===== src/verilog/sequencer_map.vh =====
// constants for the program sequencer and return stack
`ifndef SEQUENCER_MAP_VH
`define SEQUENCER_MAP_VH
`define STACK_INDEX_ADDR   4'h1
`define STACK_INDEX_RESET  4'hC
`define STACK_SLOTS        13
`define SLOT_WIDTH         14
`define SLOT_SEG_BIT       13
`define PC_WIDTH           13
`define PAGE_HI            12
`define PAGE_LO            11
`define TABLE_PTR_WIDTH    14
`define WORD_WIDTH         16
// operation codes from the instruction decoder
`define OP_NONE            4'h0
`define OP_BR_DIRECT       4'h1
`define OP_BR_INDIRECT     4'h2
`define OP_CALL_DIRECT     4'h3
`define OP_CALL_INDIRECT   4'h4
`define OP_SERVICE_CALL    4'h5
`define OP_RETURN          4'h6
`define OP_RETURN_SKIP     4'h7
`define OP_INT_RETURN      4'h8
`define OP_TABLE_FETCH     4'h9
`define OP_PUSH_POINTER    4'hA
`define OP_POP_POINTER     4'hB
`define OP_SKIP            4'hC
// interrupt vectors, highest priority first
`define VEC_FILTERED_PIN   13'h000A
`define VEC_PLAIN_PIN      13'h0009
`define VEC_TIMER0         13'h0008
`define VEC_TIMER1         13'h0007
`define VEC_BASIC_TIMER2   13'h0006
`define VEC_VRAM_POINTER   13'h0005
`define VEC_GROUP1         13'h0004
`define VEC_SERIAL0        13'h0003
`define VEC_SERIAL1        13'h0002
`define VEC_GROUP0         13'h0001
`define SERVICE_SEGMENT    1'b1
`endif


===== src/verilog/irq_vector_select.v =====
// fixed-priority selection of one interrupt vector
`timescale 1ns/1ns
`include "sequencer_map.vh"
module irq_vector_select (
    input  wire [9:0]  pending_in,
    output reg         any_out,
    output reg  [12:0] vector_out
);
    // bit 9 highest (filtered pin) down to bit 0 (group 0)
    always @* begin
        any_out    = 1'b1;
        vector_out = 13'h0000;
        if (pending_in[9])
            vector_out = `VEC_FILTERED_PIN;
        else if (pending_in[8])
            vector_out = `VEC_PLAIN_PIN;
        else if (pending_in[7])
            vector_out = `VEC_TIMER0;
        else if (pending_in[6])
            vector_out = `VEC_TIMER1;
        else if (pending_in[5])
            vector_out = `VEC_BASIC_TIMER2;
        else if (pending_in[4])
            vector_out = `VEC_VRAM_POINTER;
        else if (pending_in[3])
            vector_out = `VEC_GROUP1;
        else if (pending_in[2])
            vector_out = `VEC_SERIAL0;
        else if (pending_in[1])
            vector_out = `VEC_SERIAL1;
        else if (pending_in[0])
            vector_out = `VEC_GROUP0;
        else
            any_out = 1'b0;
    end
endmodule


===== src/verilog/program_sequencer_return_stack.v =====
// program counter, segment select and return stack of the core
`timescale 1ns/1ns
`include "sequencer_map.vh"
module program_sequencer_return_stack (
    input  wire        mclk_in,
    input  wire        reset_in,
    input  wire        clock_stop_reset_in,
    input  wire        chip_enable_reset_in,
    input  wire        step_in,
    input  wire [3:0]  op_in,
    input  wire [12:0] operand_in,
    input  wire [6:0]  call_entry_in,
    input  wire [9:0]  irq_pending_in,
    input  wire        irq_allowed_in,
    input  wire [15:0] table_pointer_in,
    input  wire        reg_write_in,
    input  wire [3:0]  reg_addr_in,
    input  wire [3:0]  reg_wdata_in,
    input  wire [15:0] rom_data_in,
    output reg  [12:0] pc_out,
    output reg         segment_select_out,
    output reg  [13:0] fetch_addr_out,
    output reg  [3:0]  return_stack_index_out,
    output wire [3:0]  reg_rdata_out,
    output reg  [15:0] constant_buffer_out,
    output reg         constant_buffer_load_out,
    output reg  [15:0] table_pointer_out,
    output reg         table_pointer_load_out,
    output wire        irq_accept_out,
    output wire [3:0]  irq_vector_low_out
);
    localparam ST_RUN   = 2'd0;
    localparam ST_FETCH = 2'd1;
    localparam ST_POP   = 2'd2;

    reg  [13:0] return_slot [0:`STACK_SLOTS-1];
    reg  [1:0]  state;
    reg  [1:0]  next_state;
    reg  [12:0] next_pc;
    reg         next_segment;
    reg  [3:0]  next_index;
    reg         slot_write;
    reg  [13:0] slot_wdata;
    reg  [3:0]  slot_waddr;
    wire        irq_any;
    wire [12:0] irq_vector;
    wire [13:0] read_slot;
    wire [13:0] pointer_addr;
    wire [13:0] return_addr;
    wire        index_write;
    wire        pop_pointer;

    irq_vector_select u_irq (
        .pending_in (irq_pending_in),
        .any_out    (irq_any),
        .vector_out (irq_vector)
    );

    // counter wraps inside its 13 bits; segment never carries
    function [12:0] incr_pc;
        input [12:0] value;
        begin
            incr_pc = value + 13'h0001;
        end
    endfunction

    function [13:0] pack_slot;
        input        seg;
        input [12:0] count;
        begin
            pack_slot = {seg, count};
        end
    endfunction

    // index wraps from 0 to F; a push there is then dropped
    function [3:0] dec_index;
        input [3:0] index;
        begin
            dec_index = index - 4'h1;
        end
    endfunction

    function [3:0] inc_index;
        input [3:0] index;
        begin
            inc_index = index + 4'h1;
        end
    endfunction

    // one decoder for read and write keeps the register at a single address
    function addresses_index;
        input [3:0] addr;
        begin
            addresses_index = (addr == `STACK_INDEX_ADDR);
        end
    endfunction

    assign pointer_addr  = table_pointer_in[13:0];
    assign return_addr   = pack_slot(segment_select_out, incr_pc(pc_out));
    // slot 12 is never written, so its content is whatever it holds
    assign read_slot     = return_slot[return_stack_index_out];
    assign index_write   = reg_write_in && addresses_index(reg_addr_in);
    assign reg_rdata_out = addresses_index(reg_addr_in) ? return_stack_index_out : 4'h0;
    assign pop_pointer   = step_in && (state == ST_RUN) && !irq_accept_out
                           && (op_in == `OP_POP_POINTER);
    // steps are taken only while idle; a table fetch owns the next two edges
    assign irq_accept_out     = step_in && (state == ST_RUN) && irq_allowed_in && irq_any;
    assign irq_vector_low_out = irq_vector[3:0];

    always @* begin
        next_state   = state;
        next_pc      = pc_out;
        next_segment = segment_select_out;
        next_index   = return_stack_index_out;
        slot_write   = 1'b0;
        slot_wdata   = return_addr;
        slot_waddr   = dec_index(return_stack_index_out);
        case (state)
        ST_RUN: begin
            if (step_in) begin
                next_pc = incr_pc(pc_out);
                if (irq_accept_out) begin
                    next_index = dec_index(return_stack_index_out);
                    slot_write = 1'b1;
                    slot_wdata = pack_slot(segment_select_out, pc_out);
                    next_pc    = irq_vector;
                end else begin
                    case (op_in)
                    `OP_BR_DIRECT:
                        next_pc = operand_in;
                    `OP_BR_INDIRECT: begin
                        next_pc      = pointer_addr[12:0];
                        next_segment = pointer_addr[13];
                    end
                    `OP_CALL_DIRECT: begin
                        next_index = dec_index(return_stack_index_out);
                        slot_write = 1'b1;
                        next_pc    = {2'b00, operand_in[10:0]};
                    end
                    `OP_CALL_INDIRECT: begin
                        next_index   = dec_index(return_stack_index_out);
                        slot_write   = 1'b1;
                        next_pc      = pointer_addr[12:0];
                        next_segment = pointer_addr[13];
                    end
                    `OP_SERVICE_CALL: begin
                        next_index   = dec_index(return_stack_index_out);
                        slot_write   = 1'b1;
                        next_segment = `SERVICE_SEGMENT;
                        next_pc      = {6'h00, call_entry_in};
                    end
                    `OP_RETURN, `OP_INT_RETURN: begin
                        next_pc      = read_slot[12:0];
                        next_segment = read_slot[`SLOT_SEG_BIT];
                        next_index   = inc_index(return_stack_index_out);
                    end
                    `OP_RETURN_SKIP: begin
                        next_pc      = incr_pc(read_slot[12:0]);
                        next_segment = read_slot[`SLOT_SEG_BIT];
                        next_index   = inc_index(return_stack_index_out);
                    end
                    `OP_SKIP:
                        next_pc = incr_pc(incr_pc(pc_out));
                    `OP_TABLE_FETCH: begin
                        next_index = dec_index(return_stack_index_out);
                        slot_write = 1'b1;
                        next_state = ST_FETCH;
                    end
                    `OP_PUSH_POINTER: begin
                        next_index = dec_index(return_stack_index_out);
                        slot_write = 1'b1;
                        slot_wdata = pointer_addr;
                    end
                    `OP_POP_POINTER:
                        next_index = inc_index(return_stack_index_out);
                    default: ;
                    endcase
                end
            end
        end
        ST_FETCH:
            next_state = ST_POP;
        ST_POP: begin
            next_pc      = read_slot[12:0];
            next_segment = read_slot[`SLOT_SEG_BIT];
            next_index   = inc_index(return_stack_index_out);
            next_state   = ST_RUN;
        end
        default:
            next_state = ST_RUN;
        endcase
    end

    // fetch address follows the pointer during the table read
    always @* begin
        if (state == ST_FETCH)
            fetch_addr_out = pointer_addr;
        else
            fetch_addr_out = {segment_select_out, pc_out};
    end

    // any reset abandons a running table fetch
    always @(posedge mclk_in or posedge reset_in) begin
        if (reset_in)
            state <= ST_RUN;
        else if (chip_enable_reset_in || clock_stop_reset_in)
            state <= ST_RUN;
        else
            state <= next_state;
    end

    // clock stop keeps counter and segment so execution resumes in place
    always @(posedge mclk_in or posedge reset_in) begin
        if (reset_in) begin
            pc_out             <= 13'h0000;
            segment_select_out <= 1'b0;
        end else if (chip_enable_reset_in) begin
            pc_out             <= 13'h0000;
            segment_select_out <= 1'b0;
        end else if (!clock_stop_reset_in) begin
            pc_out             <= next_pc;
            segment_select_out <= next_segment;
        end
    end

    // a register write loses to a stack operation in the same cycle
    always @(posedge mclk_in or posedge reset_in) begin
        if (reset_in)
            return_stack_index_out <= `STACK_INDEX_RESET;
        else if (chip_enable_reset_in || clock_stop_reset_in)
            return_stack_index_out <= `STACK_INDEX_RESET;
        else if (index_write && next_index == return_stack_index_out)
            return_stack_index_out <= reg_wdata_in;
        else
            return_stack_index_out <= next_index;
    end

    // buffer takes the word fetched while the pointer drives the address
    always @(posedge mclk_in or posedge reset_in) begin
        if (reset_in) begin
            constant_buffer_out      <= 16'h0000;
            constant_buffer_load_out <= 1'b0;
        end else if (chip_enable_reset_in || clock_stop_reset_in) begin
            constant_buffer_load_out <= 1'b0;
        end else begin
            constant_buffer_load_out <= (state == ST_FETCH);
            if (state == ST_FETCH)
                constant_buffer_out <= rom_data_in;
        end
    end

    always @(posedge mclk_in or posedge reset_in) begin
        if (reset_in) begin
            table_pointer_out      <= 16'h0000;
            table_pointer_load_out <= 1'b0;
        end else if (chip_enable_reset_in || clock_stop_reset_in) begin
            table_pointer_load_out <= 1'b0;
        end else if (pop_pointer) begin
            table_pointer_out      <= {2'b00, read_slot};
            table_pointer_load_out <= 1'b1;
        end else begin
            table_pointer_load_out <= 1'b0;
        end
    end

    // slot 12 write is dropped so that it stays undefined
    always @(posedge mclk_in) begin
        if (slot_write && slot_waddr < 4'hC && !chip_enable_reset_in
                && !clock_stop_reset_in)
            return_slot[slot_waddr] <= slot_wdata;
    end
endmodule


===== config.mk =====
export PLATFORM = sky130hd
export DESIGN_NAME = program_sequencer_return_stack
export DESIGN_NICKNAME = d
export VERILOG_FILES = /design/src/verilog/irq_vector_select.v /design/src/verilog/program_sequencer_return_stack.v
export VERILOG_INCLUDE_DIRS = /design/src /design/src/verilog
export SDC_FILE = /design/constraint.sdc
export NUM_CORES = 1
export LEC_CHECK = 0
export BUFFER_PORTS_ARGS = -buffer_cell sky130_fd_sc_hd__buf_2
export CAP_MARGIN = 10
export CORE_UTILIZATION = 58
export CTS_CLUSTER_DIAMETER = 30
export DETAILED_ROUTE_END_ITERATION = 16
export HOLD_SLACK_MARGIN = 0.15
export PLACE_DENSITY = 0.9
export SLEW_MARGIN = 40
export SYNTH_ARGS = -nofsm -noshare
export SYNTH_HDL_FRONTEND = slang
export SYNTH_SLANG_ARGS = --single-unit

===== constraint.sdc =====
create_clock -name mclk_in -period 3.3 [get_ports mclk_in]
set_input_delay 0 -clock mclk_in [delete_from_list [all_inputs] [get_ports mclk_in]]
set_output_delay 0 -clock mclk_in [all_outputs]
set_load 0.02 [all_outputs]

Yosys cells after proc, flatten, opt, wreduce, memory -nomap -nowiden
Memories as Yosys holds them, arrays and structs flattened. Cells that the tools add are included.

Bits in registers: 52. Bits in latches: 0. RAM bits: 182. Memory bits (read-only): 0. Input port bits: 81. Memories kept: 1.

Memory list: return_slot (depth 13, bits a word 14, read ports 1, clocked after memory_dff 0, write ports 1, line program_sequencer_return_stack.v:36) `` reg [13:0] return_slot [0:`STACK_SLOTS-1]; ``.

Add/sub/neg operators: 5. Multiply operators: 0. Div/mod/pow operators: 0. $lt $le $gt $ge: 1. Equal/unequal tests: 23. Shifts and indexed selects: 0. Muxes and demuxes: 58. Bitwise logic cells: 1. Reductions and logical operators: 26.

Operators with widths (number): $mux W13 (13); $pmux W13 S7 (1); $mux W14 (5); $add A13 B1 Y13 const B (3); $pmux W13 S2 (1); $mux W1 (24); $eq A4 B4 Y1 const B (5); $mux W4 (5); $eq A4 B3 Y1 const B (4); $pmux W4 S2 (2); $logic_and A1 B1 Y1 (10); $eq A4 B1 Y1 const B (2); $eq A4 B2 Y1 const B (2); $mux W2 (4); $ne A3 B2 Y1 const B (2); $ne A3 B3 Y1 const B (2); $reduce_and A3 Y1 (2); $ne A5 B4 Y1 const B (1); $reduce_and A5 Y1 (1); $reduce_or A5 Y1 (1); $add A4 B1 Y4 const B (1); $eq A4 B4 Y1 (1); $lt A4 B4 Y1 const B (1); $pmux W2 S2 (1); 16 further kinds (20).

Longest topological paths before layout
Gate-level depths: netlist of the first run.

Word-level depth: 19. Depth in mapped cells: 13. Mapped depth without buffers: 11.

By module
Synthesis of the first run repeated with hierarchy kept, for this count alone.

Cells, all modules: 919. Area, all modules: 11722.5 um^2.

Modules (own cells, without submodules): program_sequencer_return_stack (times used 1, cells each 892, area each 11551.1 um^2, seq. area each 6769.0 um^2); irq_vector_select (times used 1, cells each 27, area each 171.4 um^2, seq. area each 0.0 um^2).

Worst setup path before layout of the first run
Ideal clock, no wire load.

Kind: register -> register. From: register return_stack_index_out[0]. To: memory return_slot[1][0] (enable). Library setup time: 366 ps. Arrival: 2500 ps. Setup slack: 434 ps. Cell stages (with the launch flop): 13. Period minus slack after synthesis: 2866 ps. Cell sequence: dfrtp_1 -> buf_6 -> buf_12 -> buf_12 -> buf_6 -> buf_6 -> inv_1 -> ha_1 -> clkbuf_1 -> nor3b_1 -> a31oi_1 -> nor2_1 -> and2_1.

Word-level cells in the longest chain between the ends: 7.

RTL lines: from (decl) (line program_sequencer_return_stack.v:23) `output reg [3:0] return_stack_index_out,`; from (signal assigned) (line program_sequencer_return_stack.v:229) `` return_stack_index_out <= `STACK_INDEX_RESET; ``; from (signal assigned) (line program_sequencer_return_stack.v:231) `` return_stack_index_out <= `STACK_INDEX_RESET; ``; from (signal assigned) (line program_sequencer_return_stack.v:233) `return_stack_index_out <= reg_wdata_in;`; $sub A4 B1 Y4 (*) (line program_sequencer_return_stack.v:79) `dec_index = index - 4'h1;`; $lt A4 B4 Y1 (line program_sequencer_return_stack.v:268) `if (slot_write && slot_waddr < 4'hC && !chip_enable_reset_in`; $logic_and A1 B1 Y1 (2 in a row) (line program_sequencer_return_stack.v:268); $logic_and A1 B1 Y1 (line program_sequencer_return_stack.v:269) `&& !clock_stop_reset_in)`; $mux W1 (line program_sequencer_return_stack.v:268); $mux W1 (not written as such) (line program_sequencer_return_stack.v:270) `return_slot[slot_waddr] <= slot_wdata;`; to (decl) (line program_sequencer_return_stack.v:36).

Mark *: on every way between the ends. The rest lies on a longest branch, timed or not.

Final worst setup path of the first run
From: register return_stack_index_out[3]. To: register pc_out[2].

Word-level cells in the longest chain between the ends: 8.

RTL lines: $mem_v2 Z13 W14 (*); $add A13 B1 Y13 (line program_sequencer_return_stack.v:63) `incr_pc = value + 13'h0001;`; $pmux W13 S7 (line program_sequencer_return_stack.v:128) `case (op_in)`; $mux W13 (line program_sequencer_return_stack.v:122) `if (irq_accept_out) begin`; $mux W13 (line program_sequencer_return_stack.v:120) `if (step_in) begin`; $pmux W13 S2 (*) (line program_sequencer_return_stack.v:118) `case (state)`; $mux W13 (*) (line program_sequencer_return_stack.v:220) `end else if (!clock_stop_reset_in) begin`; $mux W13 (*) (line program_sequencer_return_stack.v:217) `end else if (chip_enable_reset_in) begin`; to (signal assigned) (line program_sequencer_return_stack.v:221) `pc_out <= next_pc;`; to (decl) (line program_sequencer_return_stack.v:20) `output reg [12:0] pc_out,`.

Mark *: on every way between the ends. The rest lies on a longest branch, timed or not. The select of a mux whose other input is x is not followed. A chain may end at the register's enable or synchronous reset.

==> impl_metrics.py, run 1 <==
metrics = {
    "floorplan": {
        "initial_core_util_pct": 59.1,
        "fp-row-count": 52,
        "die-area_um2": 21100,
        "num_io_pins": 156,
        "dieWidth_um": 145,
        "chipHeight_um": 145,
        "core_um2": 20200,
    },
    "timing": {
        "tns_ns": 0,
        "period_minus_slack_ns": 3.12,
        "relSlewSlack_pct": 43.2,
        "setup_violations": 0,
        "grt_setup_unrepaired": "false",
        "hold_viol_final": 0,
        "fmax_mhz": 321,
        "finalMaxSlewViolations": 0,
        "worstMarginPinSlew_ns": 0.852,
        "finClkSkew_ns": 0.0158,
        "final.period_utilization_pct": 94.5,
    },
    "place": {
        "dp_hpwl_um": 23700,
        "finalWeightedCongestion": 0.964,
        "place_area_um2": 13100,
        "port_buffers": 151,
    },
    "drt": {
        "drt.antenna.violating_nets": 0,
        "viasPerCell": 6.55,
        "initialDrtViolationCount": 1127,
        "wl_per_cell_um": 25.3,
        "firstDrtPassIters": 6,
        "drc": 0,
        "wl_um": 37000,
        "vias": 9582,
    },
    "clocking": {
        "tritoncts": "done",
        "clock-sinks": 234,
        "clock_latency_ns": 0.52,
        "cts_max_level": 2,
        "numCtsBuffers": 39,
        "clockBufferDepth": 3,
        "clk_pin_slew_ns": 0.06,
        "cts-root-buf": "clkbuf_16",
    },
    "grt": {
        "grt_pass1_wl_um": 56400,
        "overflow": 0,
        "grt_pass1_vias": 9665,
        "grt_use_total_pct": 35.4,
        "antenna_found_initial": 0,
        "grt_max_degree": 44,
    },
    "yosys": {
        "syn_inst": 920,
        "ys_seq_area_share_pct": 56.8,
        "avgSynthCellArea_um2": 13.0,
        "ys.flop_type": "edfxtp_1",
        "ys_types": 88,
        "async_flop_share_pct": 22.2,
        "synth_edf_count": 182,
        "ys_ff_latch": 234,
        "syn-cell-area_um2": 11900,
        "yosysWarnings": 0,
    },
    "job": {
        "maxCapViolations": 0,
    },
    "layout": {
        "final_area_um2": 14800,
        "layout-drive-gt1-share_pct": 31.9,
        "num-nets-final": 1251,
        "syn2layout_area_growth_pct": 24.4,
        "diodes": 0,
    },
    "run_status": {
        "outcome": "finished clean",
    },
    "hold_path": {
        "holdCritPathClass": "input pin to register",
    },
    "pwr": {
        "p_leak_nw": 5.81,
        "vdd_drop_max_mv": 0.364,
        "p_per_area_nw_per_um2": 555,
    },
    "setup_path": {
        "setup.worst_path.class": "register to register",
        "worstPathMaxFanout": 12,
        "required_ns": 3.69,
        "start_kind": "register",
        "cp.arrival_ns": 3.51,
        "cp-end-kind": "register",
    },
}
==> layout by cell type (no fill, tap or decap), types with 8 or more instances in the layout <==
cell / Yosys / routed
o22ai_1: 11 / 11
conb_1: 1 / 16
xnor2_1: 13 / 13
nor3_1: 16 / 16
xor2_1: 14 / 14
a21oi_1: 57 / 54
nor2b_1: 8 / 8
mux4_2: 31 / 31
a22oi_1: 16 / 15
inv_6: 0 / 9
and2_1: 22 / 21
nor2_1: 51 / 50
nand2_1: 87 / 87
dfrtp_1: 50 / 49
a31oi_1: 12 / 12
buf_4: 4 / 47
inv_1: 16 / 15
nand2b_1: 9 / 9
a211oi_1: 13 / 13
mux2i_1: 14 / 13
mux4_1: 9 / 9
dlygate4sd3_1: 0 / 44
buf_2: 7 / 154
o21ai_0: 53 / 53
clkbuf_16: 0 / 40
mux2_2: 41 / 41
nand3_1: 16 / 16
ha_1: 8 / 8
edfxtp_1: 182 / 182
==> layer usage <==
layer	vias up	routed length, µm	share of wire, %	track usage (%)
li1	4036	-	-	-
met1	4617	13400	36	43.3
met2	749	17700	48	57.0
met3	180	3530	9.5	7.21
met4	0	2370	6.4	24.7
met5	-	0	0	0
==> registers in the layout, summed over array words and instances, names as in the netlist <==
| signal | cells |
|---|---|
| table_pointer_load_out | 1 |
| return_stack_index_out | 4 |
| pc_out | 13 |
| return_slot | 182 |
| state | 2 |
| segment_select_out | 1 |
| constant_buffer_load_out | 1 |
| table_pointer_out | 14 |
| constant_buffer_out | 16 |
==> critical path, cell delays in order (launching register included) <==
cell and delay [ns]:
dfstp_2 0.70, buf_4 0.22, and2b_2 0.25, a222oi_1 0.39, mux2i_2 0.20, nand2_1 0.11, o21ai_0 0.11, ha_1 0.24
xor2_1 0.19, nor2_1 0.05, a2111oi_0 0.40, o31ai_1 0.13
==> through the flow <==
stage / worst slack [ns] / hold slack, ns / instances / power [mW] / util, %
2_1_floorplan: 0.434 / 0.0622 / 935 / 3.92 / -
3_3_place_gp: 0.352 / 0.232 / 1344 / 4.19 / 64.7
3_5_place_dp: 0.167 / 0.0976 / 1347 / 4.22 / 64.9
4_1_cts: 0.0862 / 0.155 / 1463 / 8.20 / 73.5
5_1_grt: 0.0499 / 0.203 / 1463 / 8.43 / 73.5
6_report: 0.180 / 0.178 / 1463 / 8.24 / 73.5
==> final cells by class <==
cell class                 count  area, µm²
timing repair buffer         248       1620
clock buffer                  42       1010
inverter                      18       70.1
sequential                   234       6770
clock inverter                30        289
tap                          270        338
multi-input combinational    621       4730
fill                        1201       5340
==> kinds of logic (layout without fill, tap and decap cells) <==
group | Yosys count | in the layout | share of synthesized area (%)
other cells | 1 | 16 | 0.0315
mux | 97 | 97 | 13.2
xor+xnor | 27 | 27 | 1.98
fa+ha+maj | 8 | 8 | 0.840
buf+inv | 80 | 338 | 4.21
compound gates | 233 | 233 | 13.1
flops | 234 | 234 | 56.8
simple gates | 240 | 240 | 9.82
==> where the power goes <==
group	switching, mW	internal (mW)
clock network	1.53	2.43
registers	0.0487	3.26
logic	0.597	0.362
==> final timing paths <==
kind	from	to	slack [ns]	cells after the start
worst min register to register	table_pointer_out[0]$_DFFE_PP0P_	table_pointer_out[0]$_DFFE_PP0P_	0.49	2
max in group asynchronous	reset_in	constant_buffer_out[7]$_DFFE_PP0P_	2.01	5
worst max register to register	return_stack_index_out[3]$_DFF_PP1_	pc_out[2]$_DFFE_PP0P_	0.18	11
worst max-delay path	return_stack_index_out[3]$_DFF_PP1_	pc_out[2]$_DFFE_PP0P_	0.18	11
min in group asynchronous	reset_in	pc_out[8]$_DFFE_PP0P_	0.73	4
worst min-delay path	operand_in[12]	pc_out[12]$_DFFE_PP0P_	0.18	7
==> Yosys cell counts (3+ instances only) <==
cell	n	share of area, %
nor2_1	51	1.6
o21ai_0	53	2.2
o211ai_1	6	0.38
buf_2	7	0.29
xnor2_1	13	0.96
nand2_1	87	2.7
a31oi_1	12	0.63
or3_1	7	0.37
a32oi_1	3	0.22
o31ai_1	5	0.32
a32o_1	3	0.25
o221ai_1	4	0.29
edfxtp_1	182	46
nor2b_1	8	0.42
a2111oi_0	3	0.22
buf_1	6	0.19
and2_1	22	1.2
mux4_2	31	5.9
o21ai_1	7	0.29
a211oi_1	13	0.82
nand2b_1	9	0.47
a22oi_1	16	1.0
buf_6	6	0.57
inv_1	16	0.50
nor3_1	16	0.67
mux2_2	41	3.9
xor2_1	14	1.0
clkbuf_1	28	0.88
a222oi_1	3	0.25
a221oi_1	4	0.29
nand3_1	16	0.67
nand4_1	4	0.21
mux4_1	9	2.0
o22ai_1	11	0.58
mux2i_1	14	1.2
clkbuf_8	7	0.81
a21oi_1	57	2.4
dfrtp_1	50	10
ha_1	8	0.84
a21o_1	4	0.25
buf_4	4	0.25
==> what timing repair did <==
| item | in CTS | in global routing |
|---|---|---|
| setup buffers | 0 | 0 |
| hold buffers | 44 | 0 |
| endpoints found under the setup margin | 0 | 3 |
| hold endpoints to repair | 127 | 0 |
| gates resized for setup | 0 | 2 |
(Power assumes the default switching activity.)
==> inputs of run 2 (changes only) <==
--- a/config.mk
+++ b/config.mk
@@ -16,4 +16,5 @@
 export SLEW_MARGIN = 40
 export SYNTH_ARGS = -nofsm -noshare
 export SYNTH_HDL_FRONTEND = slang
+export SYNTH_HIERARCHICAL = 1
 export SYNTH_SLANG_ARGS = --single-unit
==> run 2 against run 1 <==
  * Clock power is 2% higher
  * Area after synthesis fell by 1.6%
  * Power up 1.3%
  * Die area is 1.6% lower
  * Flip-flop and latch count is the same
  * Critical endpoint is now return_stack_index_out[0]$_DFF_PP0_
  * Sequential power about the same
  * The run now ends with negative setup slack left
  * Global-route usage is 4.4 points higher
  * Final area up 1.5%
  * Largest cell class unchanged
  * Fmax fell by 7.0%
  * Routed wire length grew 11%
==> impl_metrics.py, run 2 <==
metrics = {
    "timing": {
        "holdWs_ns": 0.161,
        "finalMaxSlewViolations": 0,
        "relSlewSlack_pct": 39.1,
        "setup_violations": 2,
        "finClkSkew_ns": 0.0371,
        "fmax_mhz": 298,
        "postLayoutSetupSlackWorst_ns": -0.0539,
        "worstMarginPinSlew_ns": 0.906,
        "period_minus_slack_ns": 3.35,
        "final.period_utilization_pct": 102,
        "hold_viol_final": 0,
    },
    "grt": {
        "overflow": 0,
        "grt_pass1_wl_um": 59200,
        "grt_use_total_pct": 39.8,
        "grt_max_degree": 35,
        "antenna_found_initial": 0,
        "grt_pass1_vias": 9975,
    },
    "floorplan": {
        "num_io_pins": 156,
        "chipHeight_um": 144,
        "fp-row-count": 51,
        "dieWidth_um": 144,
        "core_um2": 19700,
        "initial_core_util_pct": 59.6,
        "die-area_um2": 20800,
    },
    "yosys": {
        "synth_top_area_share_pct": 46.6,
        "yosysWarnings": 6,
        "avgSynthCellArea_um2": 12.8,
        "synthTopCellsByCount": "182 x edfxtp_1, 102 x nand2_1, 64 x nor2_1, 50 x dfrtp_1, 47 x a21oi_1",
        "ys_types": 78,
        "syn-cell-area_um2": 11700,
        "syn_inst": 919,
        "synth_edf_count": 182,
        "ys_ff_latch": 234,
        "async_flop_share_pct": 22.2,
        "synth_area_leaders": "edfxtp_1 47%, dfrtp_1 11%, mux4_1 5.2%",
        "synth_top_cell_by_area": "edfxtp_1",
        "ys_seq_area_share_pct": 57.7,
        "ys.flop_type": "edfxtp_1",
        "synth.most_common_cell": "edfxtp_1",
    },
    "setup_path": {
        "critPathBufInv": 4,
        "worstPathMaxFanout": 7,
        "setup.worst_path.class": "input pin to register",
        "cpPeakStageDelay_ns": 0.65,
        "cp.arrival_ns": 3.81,
        "cp-end-kind": "register",
        "required_ns": 3.76,
        "crit_top_cell": "dlygate4sd3_1",
        "cp_slowest_cell": "dlygate4sd3_1",
        "critPathTopFamily": "buffers and inverters",
        "path_cells": "buf_2, nor4_1, nand4b_1, and2_1, nand2_1, inv_2, o21ai_0, a21oi_2, o21bai_1, dlygate4sd3_1, a211oi_1, dlygate4sd3_1",
        "start_kind": "input pin",
    },
    "place": {
        "place_area_um2": 13100,
        "dp_hpwl_um": 23600,
        "port_buffers": 151,
        "finalWeightedCongestion": 0.969,
        "numPlacedInstances": 1355,
    },
    "clocking": {
        "clock-sinks": 234,
        "tritoncts": "done",
        "clock_latency_ns": 0.55,
        "numCtsBuffers": 38,
        "cts-root-buf": "clkbuf_16",
        "cts_max_level": 2,
        "clockBufferDepth": 3,
        "clk_pin_slew_ns": 0.06,
    },
    "layout": {
        "final_common_cell": "edfxtp_1",
        "reg.largest.list": "return_slot: 182 flops, constant_buffer_out: 16 flops, table_pointer_out: 14 flops",
        "num-nets-final": 1279,
        "layout-drive-gt1-share_pct": 29.9,
        "final_area_um2": 15000,
        "largest_register": "return_slot",
        "diodes": 0,
        "syn2layout_area_growth_pct": 28.4,
        "nFillCells": 1074,
        "utilization_pct": 76.6,
        "final_cell_mix": "182 x edfxtp_1, 154 x buf_2, 102 x nand2_1",
        "largest_reg_flops": 182,
        "final_cells": 1484,
    },
    "drt": {
        "wl_per_cell_um": 27.7,
        "initialDrtViolationCount": 1434,
        "viasPerCell": 6.85,
        "drt.antenna.violating_nets": 0,
        "drc": 0,
        "firstDrtPassIters": 8,
        "wl_um": 41100,
        "vias": 10200,
    },
    "pwr": {
        "p_per_area_nw_per_um2": 554,
        "p_leak_nw": 6.11,
        "vdd_drop_max_mv": 0.347,
        "power_mw": 8.34,
    },
    "run_status": {
        "outcome": "complete, but fails checks",
        "violations": "negative setup slack",
    },
    "job": {
        "maxCapViolations": 0,
    },
    "hold_path": {
        "holdCritPathClass": "input pin to register",
    },
}
run 2: changes by cell type after synthesis, moves of 7 or more:
cell	previous run	this run
buf_4	4	12
nand2_1	87	102
mux4_2	31	19
nor2_1	51	64
and2_1	22	14
clkbuf_1	28	41
mux2_2	41	33
clkbuf_8	7	0
a21oi_1	57	47
mux4_1	9	23
o21ai_0	53	35
run 2: report_power, final:
part | internal [mW] | switching, mW | total, mW
Clock | 2.42 | 1.62 | 4.04
Combinational | 0.371 | 0.603 | 0.974
Sequential | 3.26 | 0.0625 | 3.33
Total | 6.06 | 2.28 | 8.34
run 2: layout make-up:
cell class | count | area [µm²] | area share [%]
well taps | 265 | 332 | 2.20
repair buffers | 280 | 1950 | 13.0
flip-flops and latches | 234 | 6780 | 45.0
clock buffers | 40 | 958 | 6.37
multi-input cells | 618 | 4640 | 30.8
clock inverters | 29 | 325 | 2.16
inverters | 18 | 67.6 | 0.449
run 2: what timing repair did:
action	4_1_cts	5_1_grt
hold endpoints to repair	154	0
resized for setup	0	5
endpoints found under the setup margin	0	7
hold buffers	58	0
setup buffers	0	2
run 2: final timing paths:
path	startpoint	end	slack (ns)	cells after the start
hold / removal	operand_in[5]	pc_out[5]$_DFFE_PP0P_	0.16	6
max in group asynchronous	reset_in	return_stack_index_out[1]$_DFF_PP0_	1.62	5
setup / recovery	irq_pending_in[3]	return_stack_index_out[0]$_DFF_PP0_	-0.05	12
setup reg to reg	state[0]$_DFFE_PP0P_	return_stack_index_out[1]$_DFF_PP0_	-0.02	10
min in group asynchronous	reset_in	constant_buffer_out[1]$_DFFE_PP0P_	0.69	4
hold reg to reg	table_pointer_out[9]$_DFFE_PP0P_	table_pointer_out[9]$_DFFE_PP0P_	0.48	2
run 2: worst reg2reg max path, stage by stage, from the launching register on:
cell and delay, ns:
dfrtp_1 0.41, nor3b_2 0.27, nand2_1 0.12, inv_2 0.14
o21ai_0 0.23, a21oi_2 0.41, or2_2 0.23, nor2_1 0.05
dlygate4sd3_1 0.57, nor3_1 0.21, dlygate4sd3_1 0.60
run 2: cell families (layout without fill, tap and decap cells):
family,after synthesis,count (layout),synth area share [%]
DFF,234,234,57.7
adders and majority gates,8,8,0.854
muxes,89,89,13.2
buffers and inverters,90,367,3.67
xor gates and xnor gates,21,21,1.57
other,2,25,0.0641
and+or+nand+nor,275,275,11.3
AOI/OAI and AO/OA,200,200,11.6
run 2: through the flow:
step | worst slack, ns | setup TNS, ns
after floorplan | 0.223 | 0
after global placement | 0.243 | 0
after detailed placement | 0.195 | 0
after CTS | 0.0349 | 0
after global routing | -0.0358 | -0.0839
final | -0.0539 | -0.0701
run 2: layer usage:
layer  part of all wire [%]  GRT usage (%)
met4                    7.1           26.1
met1                     33           46.0
met3                     13           13.7
met5                      0              0
met2                     46           63.2
